### src/bscan_consts.vh
`ifndef BSCAN_CONSTS_VH
`define BSCAN_CONSTS_VH

// chain geometry
`define BSC_CHAIN_LEN   188
`define BSC_NCTL        5
`define BSC_NBIDIR      40
`define BSC_NIN         50
`define BSC_NOUT        53
`define BSC_CTL_LSB     0
`define BSC_BIDIR_LSB   5
`define BSC_IN_LSB      85
`define BSC_OUT_LSB     135

// instruction register
`define IR_WIDTH        3
`define IR_EXTEST       3'h0
`define IR_HIGHZ        3'h1
`define IR_SAMPLE       3'h2
`define IR_CLAMP        3'h4
`define IR_PRIVATE      3'h6
`define IR_BYPASS       3'h7
`define IR_CAPTURE_VAL  3'h1
`define IR_RESET_VAL    3'h7

// post external-test reset window, in bus clock edges
`define RST_WINDOW_BCLK 4'h8
`define RST_START_BCLK  4'hA

`endif

### src/bscan_port.v
`include "bscan_consts.vh"

//Function
//RL1: 188-cell boundary chain sequenced by TAP
//RL2: bit 0 nearest serial output, leaves first
//RL3: cells are output, input or control types
//RL4: output cells capture internal output latch
//RL5: bidirectional pin has input and output cells
//RL6: five control cells, one per pin; the code shares each cell across pins by pin index mod 5
//RL7: control one enables governed pin drivers
//RL8: control cells capture their present value
//RL9: test-logic-reset clears all control cells
//RL10: tester never drives into driven nets
//RL11: power-on reset clears system and test logic
//RL12: TAP held in reset while power-on active
//RL13: outside reset, stop cannot reach lowest power
//RL14: test clock stays live in stop state
//RL15: system asserts reset within eight bus clocks
//RL16: no reset, start reset on tenth clock
//RL17: unused scan systems force TAP reset
//RL18: external test selects chain, resets system
//RL19: sample captures pins without disturbing system
//RL20: five TMS-high edges reach test-logic-reset
//RL21: serial output driven only in shift states
//RL22: shift toward bit 0, update loads hold
module bscan_port #(
  parameter NBIDIR = `BSC_NBIDIR,
  parameter NIN    = `BSC_NIN,
  parameter NOUT   = `BSC_NOUT
) (
  // clock and reset
  input  wire              mclk_i,
  input  wire              rst_n_i,
  // test access pins
  input  wire              tck_i,
  input  wire              tms_i,
  input  wire              tdi_i,
  output reg               tdo_o,
  output reg               tdo_oe_o,
  // power-on, bus clock, reset pin, stop mode
  input  wire              por_i,
  input  wire              bclk_i,
  input  wire              system_reset_input_n_i,
  input  wire              low_power_stop_state_i,
  output reg               sys_reset_o,
  output reg               reset_start_o,
  output reg               lowest_power_ok_o,
  // system side of the pins
  input  wire [NOUT-1:0]   sys_out_i,
  input  wire [NOUT-1:0]   sys_out_oe_i,
  input  wire [NBIDIR-1:0] sys_io_out_i,
  input  wire [NBIDIR-1:0] sys_io_oe_i,
  output reg  [NIN-1:0]    core_in_o,
  output reg  [NBIDIR-1:0] core_io_in_o,
  // device pins
  input  wire [NIN-1:0]    pin_in_i,
  input  wire [NBIDIR-1:0] pin_io_i,
  output reg  [NBIDIR-1:0] pin_io_o,
  output reg  [NBIDIR-1:0] pin_io_oe_o,
  output reg  [NOUT-1:0]   pin_out_o,
  output reg  [NOUT-1:0]   pin_out_oe_o
);

  localparam TLR = 4'h0, RTI = 4'h1, SEL_DR = 4'h2, CAP_DR = 4'h3;
  localparam SH_DR = 4'h4, EX1_DR = 4'h5, PA_DR = 4'h6, EX2_DR = 4'h7;
  localparam UPD_DR = 4'h8, SEL_IR = 4'h9, CAP_IR = 4'hA, SH_IR = 4'hB;
  localparam EX1_IR = 4'hC, PA_IR = 4'hD, EX2_IR = 4'hE, UPD_IR = 4'hF;
  localparam LEN = `BSC_CHAIN_LEN;

  // which of the five control cells governs a pin
  function integer ctl_of;
    input integer pin;
    begin
      ctl_of = pin % `BSC_NCTL; // RL6
    end
  endfunction

  // two-stage synchronisers; stage 1 feeds only stage 2
  reg [2:0]        tck_s;
  reg [1:0]        tms_s, tdi_s, por_s, bclk_s, sysrst_s;
  reg              bclk_d;
  reg [NIN-1:0]    in_s1;
  reg [NBIDIR-1:0] io_s1;

  reg [3:0]        tap, next_tap;
  reg [2:0]        ir, ir_shift;
  reg              bypass;
  reg              armed;
  reg [3:0]        bclk_cnt;

  wire             tck_rise = tck_s[1] & ~tck_s[2];
  wire             tck_fall = ~tck_s[1] & tck_s[2];
  wire             tms      = tms_s[1];
  wire             tdi      = tdi_s[1];
  wire             por      = por_s[1];
  wire             bclk_rise = bclk_s[1] & ~bclk_d;
  wire             sysrst_on = ~sysrst_s[1];
  wire             sel_chain = (ir == `IR_EXTEST) || (ir == `IR_SAMPLE); // RL18 RL19
  wire             pins_test = (ir == `IR_EXTEST) || (ir == `IR_CLAMP);
  wire             highz     = (ir == `IR_HIGHZ);
  wire             in_tlr    = por || (tap == TLR);
  wire             leave_ext = (ir == `IR_EXTEST) &&
                               (por || (tck_rise && ((tap == TLR) ||
                               ((tap == UPD_IR) && (ir_shift != `IR_EXTEST)))));
  wire             chain_so;
  wire [LEN-1:0]   hold;
  reg  [LEN-1:0]   cap;
  integer          k;
  // separate loop index for the clocked drivers, so k has one owner
  integer          j;

  // capture sources: output latches, pin levels; control slots refilled inside
  always @* begin
    cap = {LEN{1'b0}};
    for (k = 0; k < NBIDIR; k = k + 1) begin
      cap[`BSC_BIDIR_LSB + 2*k]     = core_io_in_o[k]; // RL5
      cap[`BSC_BIDIR_LSB + 2*k + 1] = sys_io_out_i[k]; // RL5 RL4
    end
    for (k = 0; k < NIN; k = k + 1) begin
      cap[`BSC_IN_LSB + k] = core_in_o[k]; // RL3
    end
    for (k = 0; k < NOUT; k = k + 1) begin
      cap[`BSC_OUT_LSB + k] = sys_out_i[k]; // RL4
    end
  end

  bscan_cells #(
    .LEN  (LEN),
    .NCTL (`BSC_NCTL)
  ) u_cells (
    .mclk_i      (mclk_i),
    .rst_n_i     (rst_n_i),
    .capture_i   (tck_rise && (tap == CAP_DR) && sel_chain),
    .shift_i     (tck_rise && (tap == SH_DR) && sel_chain),
    .update_i    (tck_rise && (tap == UPD_DR) && sel_chain),
    .clear_ctl_i (in_tlr),
    .tdi_i       (tdi),
    .cap_data_i  (cap),
    .so_o        (chain_so),
    .hold_o      (hold)
  ); // RL1

  // TAP sequencing; TMS high five edges lands in reset from anywhere
  always @* begin
    case (tap)
      TLR:     next_tap = tms ? TLR : RTI; // RL20
      RTI:     next_tap = tms ? SEL_DR : RTI;
      SEL_DR:  next_tap = tms ? SEL_IR : CAP_DR;
      CAP_DR:  next_tap = tms ? EX1_DR : SH_DR;
      SH_DR:   next_tap = tms ? EX1_DR : SH_DR;
      EX1_DR:  next_tap = tms ? UPD_DR : PA_DR;
      PA_DR:   next_tap = tms ? EX2_DR : PA_DR;
      EX2_DR:  next_tap = tms ? UPD_DR : SH_DR;
      UPD_DR:  next_tap = tms ? SEL_DR : RTI;
      SEL_IR:  next_tap = tms ? TLR : CAP_IR; // RL20
      CAP_IR:  next_tap = tms ? EX1_IR : SH_IR;
      SH_IR:   next_tap = tms ? EX1_IR : SH_IR;
      EX1_IR:  next_tap = tms ? UPD_IR : PA_IR;
      PA_IR:   next_tap = tms ? EX2_IR : PA_IR;
      EX2_IR:  next_tap = tms ? UPD_IR : SH_IR;
      UPD_IR:  next_tap = tms ? SEL_DR : RTI;
      default: next_tap = TLR;
    endcase
  end

  // test clock is sampled even in stop; holding it static saves power
  always @(posedge mclk_i or negedge rst_n_i) begin
    if (!rst_n_i) begin
      tck_s  <= 3'h0; // RL14
      tms_s  <= 2'h3;
      tdi_s  <= 2'h3;
      por_s  <= 2'h3;
      bclk_s <= 2'h0;
      bclk_d <= 1'b0;
      sysrst_s <= 2'h3;
      in_s1  <= {NIN{1'b0}};
      io_s1  <= {NBIDIR{1'b0}};
      core_in_o    <= {NIN{1'b0}};
      core_io_in_o <= {NBIDIR{1'b0}};
    end else begin
      tck_s  <= {tck_s[1:0], tck_i};
      tms_s  <= {tms_s[0], tms_i};
      tdi_s  <= {tdi_s[0], tdi_i};
      por_s  <= {por_s[0], por_i};
      bclk_s <= {bclk_s[0], bclk_i};
      bclk_d <= bclk_s[1];
      sysrst_s <= {sysrst_s[0], system_reset_input_n_i};
      in_s1  <= pin_in_i;
      io_s1  <= pin_io_i;
      core_in_o    <= in_s1;
      core_io_in_o <= io_s1;
    end
  end

  // TAP, instruction and bypass stages
  always @(posedge mclk_i or negedge rst_n_i) begin
    if (!rst_n_i) begin
      tap      <= TLR; // RL11
      ir       <= `IR_RESET_VAL;
      ir_shift <= `IR_RESET_VAL;
      bypass   <= 1'b0;
    end else if (por) begin
      tap      <= TLR; // RL12 RL11
      ir       <= `IR_RESET_VAL;
      ir_shift <= `IR_RESET_VAL;
    end else if (tck_rise) begin
      tap <= next_tap;
      case (tap)
        TLR:     ir <= `IR_RESET_VAL;
        CAP_IR:  ir_shift <= `IR_CAPTURE_VAL;
        SH_IR:   ir_shift <= {tdi, ir_shift[2:1]};
        UPD_IR:  ir <= ir_shift;
        CAP_DR:  bypass <= 1'b0;
        SH_DR:   bypass <= tdi;
        default: bypass <= bypass;
      endcase
    end
  end

  // serial output moves on the falling test clock edge
  always @(posedge mclk_i or negedge rst_n_i) begin
    if (!rst_n_i) begin
      tdo_o    <= 1'b0;
      tdo_oe_o <= 1'b0;
    end else if (por) begin
      tdo_oe_o <= 1'b0;
    end else if (tck_fall) begin
      tdo_oe_o <= (tap == SH_DR) || (tap == SH_IR); // RL21
      if (tap == SH_IR)
        tdo_o <= ir_shift[0];
      else
        tdo_o <= sel_chain ? chain_so : bypass; // RL2
    end
  end

  // post external-test reset window; reset pin asserted before the tenth bus clock edge cancels the self-start
  always @(posedge mclk_i or negedge rst_n_i) begin
    if (!rst_n_i) begin
      armed         <= 1'b0;
      bclk_cnt      <= 4'h0;
      reset_start_o <= 1'b0;
    end else begin
      reset_start_o <= 1'b0;
      if (leave_ext) begin
        armed    <= 1'b1;
        bclk_cnt <= 4'h0;
      end else if (armed && sysrst_on) begin
        armed <= 1'b0; // RL15
      end else if (armed && bclk_rise) begin
        bclk_cnt <= bclk_cnt + 4'h1;
        if (bclk_cnt + 4'h1 == `RST_START_BCLK) begin
          reset_start_o <= 1'b1; // RL16
          armed         <= 1'b0;
        end
      end
    end
  end

  // pin drivers and system status, all registered
  always @(posedge mclk_i or negedge rst_n_i) begin
    if (!rst_n_i) begin
      sys_reset_o       <= 1'b1;
      lowest_power_ok_o <= 1'b1;
      pin_io_o          <= {NBIDIR{1'b0}};
      pin_io_oe_o       <= {NBIDIR{1'b0}};
      pin_out_o         <= {NOUT{1'b0}};
      pin_out_oe_o      <= {NOUT{1'b0}};
    end else begin
      sys_reset_o       <= por || (ir == `IR_EXTEST) || highz; // RL18 RL11
      lowest_power_ok_o <= ~low_power_stop_state_i | in_tlr; // RL13
      // driver contention on the board is the tester's concern
      for (j = 0; j < NBIDIR; j = j + 1) begin
        pin_io_o[j]    <= pins_test ? hold[`BSC_BIDIR_LSB + 2*j + 1] : sys_io_out_i[j];
        pin_io_oe_o[j] <= highz ? 1'b0 :
                          pins_test ? hold[ctl_of(j)] : sys_io_oe_i[j]; // RL7 RL10
      end
      for (j = 0; j < NOUT; j = j + 1) begin
        pin_out_o[j]    <= pins_test ? hold[`BSC_OUT_LSB + j] : sys_out_i[j];
        pin_out_oe_o[j] <= highz ? 1'b0 :
                           pins_test ? hold[ctl_of(j)] : sys_out_oe_i[j]; // RL7
      end
    end
  end

endmodule

### src/bscan_cells.v
`include "bscan_consts.vh"

// boundary chain: capture/shift stage plus parallel hold stage
module bscan_cells #(
  parameter LEN  = `BSC_CHAIN_LEN,
  parameter NCTL = `BSC_NCTL
) (
  // clock and reset
  input  wire           mclk_i,
  input  wire           rst_n_i,
  // sequencing strobes, one mclk each; clear_ctl_i is a level held through reset
  input  wire           capture_i,
  input  wire           shift_i,
  input  wire           update_i,
  input  wire           clear_ctl_i,
  input  wire           tdi_i,
  input  wire [LEN-1:0] cap_data_i,
  // results
  output wire           so_o,
  output reg  [LEN-1:0] hold_o
);

  reg [LEN-1:0] stage;

  assign so_o = stage[0];

  always @(posedge mclk_i or negedge rst_n_i) begin
    if (!rst_n_i) begin
      stage  <= {LEN{1'b0}};
      hold_o <= {LEN{1'b0}};
    end else begin
      if (clear_ctl_i) begin
        stage[NCTL-1:0]  <= {NCTL{1'b0}}; // RL9
        hold_o[NCTL-1:0] <= {NCTL{1'b0}}; // RL9
      end else if (capture_i) begin
        // control cells observe their own held value
        stage <= {cap_data_i[LEN-1:NCTL], hold_o[NCTL-1:0]}; // RL8 RL4
      end else if (shift_i) begin
        stage <= {tdi_i, stage[LEN-1:1]}; // RL22 RL2
      end else if (update_i) begin
        hold_o <= stage; // RL22
      end
    end
  end

endmodule

### config.mk
export PLATFORM = sky130hd
export DESIGN_NAME = bscan_port
export DESIGN_NICKNAME = d
export VERILOG_FILES = /design/src/bscan_port.v /design/src/bscan_cells.v
export VERILOG_INCLUDE_DIRS = /design/src /design/src/src
export SDC_FILE = /design/constraint.sdc
export NUM_CORES = 1
export LEC_CHECK = 0
export BUFFER_PORTS_ARGS = -buffer_cell sky130_fd_sc_hd__buf_4
export CAP_MARGIN = 10
export CORE_AREA = 5 5 218 220
export CTS_BUF_LIST = sky130_fd_sc_hd__clkbuf_8
export DETAILED_ROUTE_END_ITERATION = 8
export DIE_AREA = 0 0 223 225
export PLACE_DENSITY = 0.9
export SLEW_MARGIN = 20
export SYNTH_ARGS = -nofsm -noshare
export SYNTH_HDL_FRONTEND = slang
export SYNTH_SLANG_ARGS = --single-unit
export TNS_END_PERCENT = 10
### constraint.sdc
create_clock -name mclk_i -period 6.7 [get_ports mclk_i]
set_clock_uncertainty 0.1 [all_clocks]
set_input_delay 0.67 -clock mclk_i [delete_from_list [all_inputs] [get_ports mclk_i]]
set_output_delay 0.67 -clock mclk_i [all_outputs]
set_load 0.01 [all_outputs]
* Yosys cells after proc, flatten, opt, wreduce, memory -nomap -nowiden *
Index checks and enable logic that the tools add are counted.

word-level totals
  register bits = 777
  input port bits = 285
  word-level logic and storage cells = 434

cells by class
  add/subtract/negate cells = 1
  equality and inequality tests = 22
  mux-type cells = 323
  bitwise logic cells = 13
  reduce and logical (&&, ||, !) cells = 45

operator list
  operator                                                         number
  188-bit two-way mux                                              2
  1-bit two-way mux                                                294
  4-bit one-hot mux with 12 select lines                           1
  4-bit == test, second input constant                             9
  4-bit two-way mux                                                9
  5-bit two-way mux                                                5
  3-bit two-way mux                                                6
  3-bit nonzero test                                               6
  4-bit by 3-bit == test with 1-bit output, second input constant  4
  3-bit one-hot mux with 2 select lines                            2
  2-bit AND reduction                                              6
  2-bit nonzero test                                               6
  1-bit logical AND                                                11
  1-bit NOT                                                        9
  4-bit by 2-bit == test with 1-bit output, second input constant  2
  1-bit logical OR                                                 8
  2-bit two-way mux                                                3
  2-bit inequality test, second input constant                     3
  3-bit AND reduction                                              2
  4-bit by 1-bit adder with 4-bit output, second input constant    1
  4-bit by 1-bit == test with 1-bit output, second input constant  1
  4-bit logical NOT                                                1
  4-bit AND reduction                                              1
  2-bit OR reduction                                               2
  other kinds (8)                                                  10

* Logic depth before layout (Yosys ltp) *
  depth after elaboration = 8
  gate-level depth with buffers = 8

* By module *
Synthesis repeated with hierarchy kept, for this count alone.

unflattened totals
  cell total of the unflattened synthesis = 2315
  area total of the unflattened synthesis = 28578.7 um^2

modules (own cells, without submodules)
  module       instances  cells each  area an instance (um^2)  sequential area each (um^2)
  bscan_cells  1          1270        15635.0                  9409.0
  bscan_port   1          1045        12943.7                  10054.6

* Worst setup path after synthesis *
No wires, ideal clock.

  kind = register to register
  start = reg ir[0]
  end = reg u_cells.hold_o[172]
  setup time = 0.128 ns
  arrival time = 2.012 ns
  required time = 6.472 ns
  path slack = 4.460 ns
  stages on the path, launching flop included = 6
  path buffers = 2
  period minus slack after synthesis = 2.240 ns
  cell sequence = dfstp_2 or4b_4 nor3_2 buf_2 buf_4 mux2_1

on the way
  longest elaborated chain between the ends = 5

ends and longest elaborated chain
  element                                                                                         RTL line                            RTL
  start, declared                                                                                 bscan_port.v:86                     reg [2:0] ir, ir_shift;
  start signal, assigned                                                                          bscan_port.v:199                    ir <= `IR_RESET_VAL;
  start signal, assigned                                                                          bscan_port.v:204                    ir <= `IR_RESET_VAL;
  start signal, assigned                                                                          bscan_port.v:209                    TLR: ir <= `IR_RESET_VAL;
  3-bit by 2-bit == test with 1-bit output (no line) / 3-bit logical NOT (equally long branches)  n/a
  1-bit logical OR (*)                                                                            bscan_port.v:98                     wire sel_chain = (ir == `IR_EXTEST) || (ir == `IR_SAMPLE);
  1-bit logical AND, on equally long branches                                                     bscan_port.v:133, bscan_port.v:134
  1-bit NOT (no line)                                                                             n/a
  4-bit AND reduction (no line) (*)                                                               n/a
  end signal, assigned                                                                            bscan_cells.v:30                    hold_o <= {LEN{1'b0}};
  end signal, assigned by index                                                                   bscan_cells.v:34                    hold_o[NCTL-1:0] <= {NCTL{1'b0}};
  end signal, assigned                                                                            bscan_cells.v:41                    hold_o <= stage;
  end, declared                                                                                   bscan_cells.v:20                    output reg [LEN-1:0] hold_o

Mark *: on every way between the ends. The rest lies on a longest branch, timed or not.
A chain may end at the register's enable or synchronous reset.

* Final worst setup path *
  start = reg ir[0]
  end = reg pin_out_oe_o[34]

on the way
  longest elaborated chain between the ends = 4

ends and longest elaborated chain
  element                                                              RTL line          RTL
  3-bit == test (no line) / 3-bit logical NOT (equally long branches)  n/a
  1-bit logical OR                                                     bscan_port.v:99   wire pins_test = (ir == `IR_EXTEST) || (ir == `IR_CLAMP);
  1-bit two-way mux                                                    bscan_port.v:280  pins_test ? hold[ctl_of(j)] : sys_out_oe_i[j];
  1-bit two-way mux (*)                                                bscan_port.v:279  pin_out_oe_o[j] <= highz ? 1'b0 :
  end signal, assigned                                                 bscan_port.v:267  pin_out_oe_o <= {NOUT{1'b0}};
  end signal, assigned by index                                        bscan_port.v:279
  end, declared                                                        bscan_port.v:61   output reg [NOUT-1:0] pin_out_oe_o

Marks and branches as above.

==> results.toml <==
[critical_path]
crit_fanout = 74
reg2regPathDepth = 4
crit_required_ns = 7.20
worstPathCellList = "nor2_4, buf_4, nand2_1, a21oi_1"
r2r_end = "pin_out_oe_o[34]$_DFF_PN0_"
crit_type = "flop to flop"
crit_arrival_ns = 3.80
end_kind = "flop"
critical_path.slowest_cell = "buf_4"
critical_path.max_stage_delay_ns = 0.80
crit_family = "simple AND/OR/NAND/NOR gates"
rr_startpoint = "ir[0]$_DFFE_PN1P_"
startpoint_type = "flop"
reg2reg_slack_ns = 3.41
crit_buf_inv = 1

[yosys]
yosysTopAreaCell = "dfrtp_1"
synthMuxAreaShare = 0.117
synth_xor_area_frac = 0.00174
synth_fp_nets = 2351
synthCells = 2064
syn_area_per_cell_um2 = 12.2
ys.warnings.count = 0
synthesis.area_um2 = 25200
ys_seq_area_frac = 0.683
netlist_top_cells_area = "dfrtp_1, mux2i_1, nand2_1"
yosys.area_share.simple = 0.0985
synth-compound-area-share = 0.0704
synth_top_area_frac = 0.666
synth-seq-cells = 687
synth_top_family_by_area = "multiplexers"
synth_fa_ha_area_frac = 0.000992
synth_cell_type_count = 48

[timing]
relSlewSlack = 0.283
rsz0062_at_grt = "no"
period_share = 0.492
worst_pin_slew_ns = 1.07
fmax_mhz = 304
tns_ns = 0
final_hold_viol_count = 0
final-max-slew-violation-count = 0
setup_viol = 0
setup_slack_ns = 3.41
min_period_ns = 3.29

[clock_tree]
cts_buffer_depth = 3
clk_pin_slew_ns = 0.07
cts_buffers = 106
root_buffer = "clkbuf_8"
post_cts_resized = 0
h-tree-depth = 3
clkLatencyLatePin_ns = 0.73
clock_sinks = 687
cts_tree = "done"
postCtsSetupBuffers = 0

[floorplanning]
fp.dieW_um = 223
die_h_um = 225
initial_core_util = 0.559
fp-row-count = 78
coreArea_um2 = 45100
die_area_um2 = 50200
io_pins = 566

[layout]
syn2layout_area_growth_pct = 30.8
final_core_util = 0.731
layout-drive-gt1-share = 0.305
fin_cells = 3412
fin_nets = 3009
fin_area_um2 = 33000

[placement]
place_ws_ns = 3.50
hpwl_um = 47200
place_area_um2 = 29700
io_buffers = 565
dp_cells = 3116
gp_congestion = 0.922

[drt]
drc = 0
post_drt_wl_per_cell_um = 23.0
routed_wl_um = 78600
viasPerCell = 5.66
final_antenna_net_count = 0
vias = 19300
dr_wl_met3_um = 6300
dr.pass1.iters = 5
dr.max_layer_used = "met4"
wl_met2_um = 40300
drtIter0Drc = 1884
wl_met1_um = 28000

[hold_path]
hold_depth = 3
worstHoldStart = "sys_out_i[6]"
hp-class = "input port to flop"
hold-path-endpoint = "pin_out_o[6]$_DFF_PN0_"

[global_route]
grt_usage = 0.308
grt_pass1_wl_um = 120000
grt_pass1_vias = 20500
grt_max_degree = 199
grt_antenna_before_repair = 4
overflow = 0

[power]
peakVddDrop_mv = 0.279
power.density_nw_per_um2 = 262
leakagePower_nw = 17.3

[status]
status = "complete, no violations"

[job]
max_cap_viol_count = 0
==> area by class of cell <==
type	instances	area, um^2
tap	600	751
clock inverter	60	432
timing repair buffer	680	5430
antenna	5	12.5
inverter	4	15.0
sequential	687	17200
clock buffer	133	1830
multi-input combinational	1243	7300
fill	2662	12100
==> metal layers <==
| layer | vias to the layer above | global-route usage |
|---|---|---|
| met1 | 9666 | 0.363 |
| met2 | 1159 | 0.535 |
| li1 | 8231 | - |
| met4 | 0 | 0.149 |
| met5 | - | 0 |
| met3 | 258 | 0.0723 |
==> state kept, by name (all words and copies together), names as in the netlist, 3 cells and up <==
name	cells
u_cells.stage	188
tck_s	3
pin_out_o	53
io_s1	40
u_cells.hold_o	98
pin_io_o	40
ir_shift	3
in_s1	50
ir	3
pin_io_oe_o	40
tap	4
core_io_in_o	40
bclk_cnt	4
core_in_o	50
pin_out_oe_o	53
==> repair_timing <==
item                       in CTS  in global routing
hold buffers                   98                  0
setup endpoints to repair       0                  0
hold endpoints to repair      213                  0
==> Yosys cell counts (all sizes together) <==
cell	count
a21boi	1
nand2	388
a41o	1
and4b	2
mux2i	184
nand2b	4
a211oi	2
nor4b	1
or2	4
ha	2
xor2	2
nor2b	4
nand3	2
nand4	4
nor4	1
nand4bb	1
xnor2	3
nand4b	1
o22a	2
a31oi	5
nor3b	3
a22oi	1
a21oi	285
a211o	4
or3	2
a22o	11
o211ai	2
a2111oi	1
buf	77
or4b	2
a311oi	2
inv	4
o21ai	4
dfstp	16
mux2	98
nor3	11
a21o	1
o41ai	1
clkbuf	53
o311a	1
dfrtp	671
o21bai	3
nor2	197
==> stage by stage <==
stage	total power [mW]	hold slack (ns)
floorplan	4.51	0.231
global placement	4.92	0.231
detailed placement	4.94	0.235
CTS	8.65	0.0159
global route	8.93	0.0515
finish	8.65	0.0689
==> cells by family (layout without fill, tap and decap cells) <==
group                      count (synthesis)  after routing
and+or+nand+nor                          627            627
other                                      0              5
buffers and inverters                    134            877
AOI/OAI and AO/OA                        327            327
DFF                                      687            687
muxes                                    282            282
adders and majority gates                  2              2
xor gates and xnor gates                   5              5
==> report_power, final <==
part	total [mW]	switching (mW)	internal, mW
logic	0.578	0.289	0.289
clock network	3.72	1.70	2.02
registers	4.35	0.0790	4.27
total	8.65	2.06	6.58
==> how the worst max path moves through the flow <==
stage / start / end / slack [ns] / cells past startpoint
final: ir[0]$_DFFE_PN1P_ / pin_out_oe_o[34]$_DFF_PN0_ / 3.41 / 4
after global routing: ir[0]$_DFFE_PN1P_ / pin_out_oe_o[1]$_DFF_PN0_ / 3.28 / 4
after CTS: ir[0]$_DFFE_PN1P_ / pin_out_oe_o[1]$_DFF_PN0_ / 3.47 / 4
after detailed placement: ir[0]$_DFFE_PN1P_ / pin_out_oe_o[1]$_DFF_PN0_ / 3.50 / 4
after global placement: ir[0]$_DFFE_PN1P_ / u_cells.hold_o[60]$_DFFE_PN0P_ / 3.56 / 5
after floorplan: ir[0]$_DFFE_PN1P_ / u_cells.hold_o[172]$_DFFE_PN0P_ / 4.46 / 5
==> cells in the final DEF, fill, tap and decap left out, types with 36 or more instances in the layout <==
master         instances
dlygate4sd3_1         98
mux2i_1              184
a21oi_1              285
buf_4                574
mux2_2                88
inv_1                 36
nor2_1               196
nand2_1              388
dfrtp_1              671
clkbuf_8             133
==> worst min-delay path, cell delays in order <==
cell	delay (ns)
buf_4	0.09
nand2_1	0.04
nand2_1	0.05
(Power assumes the default switching activity.)
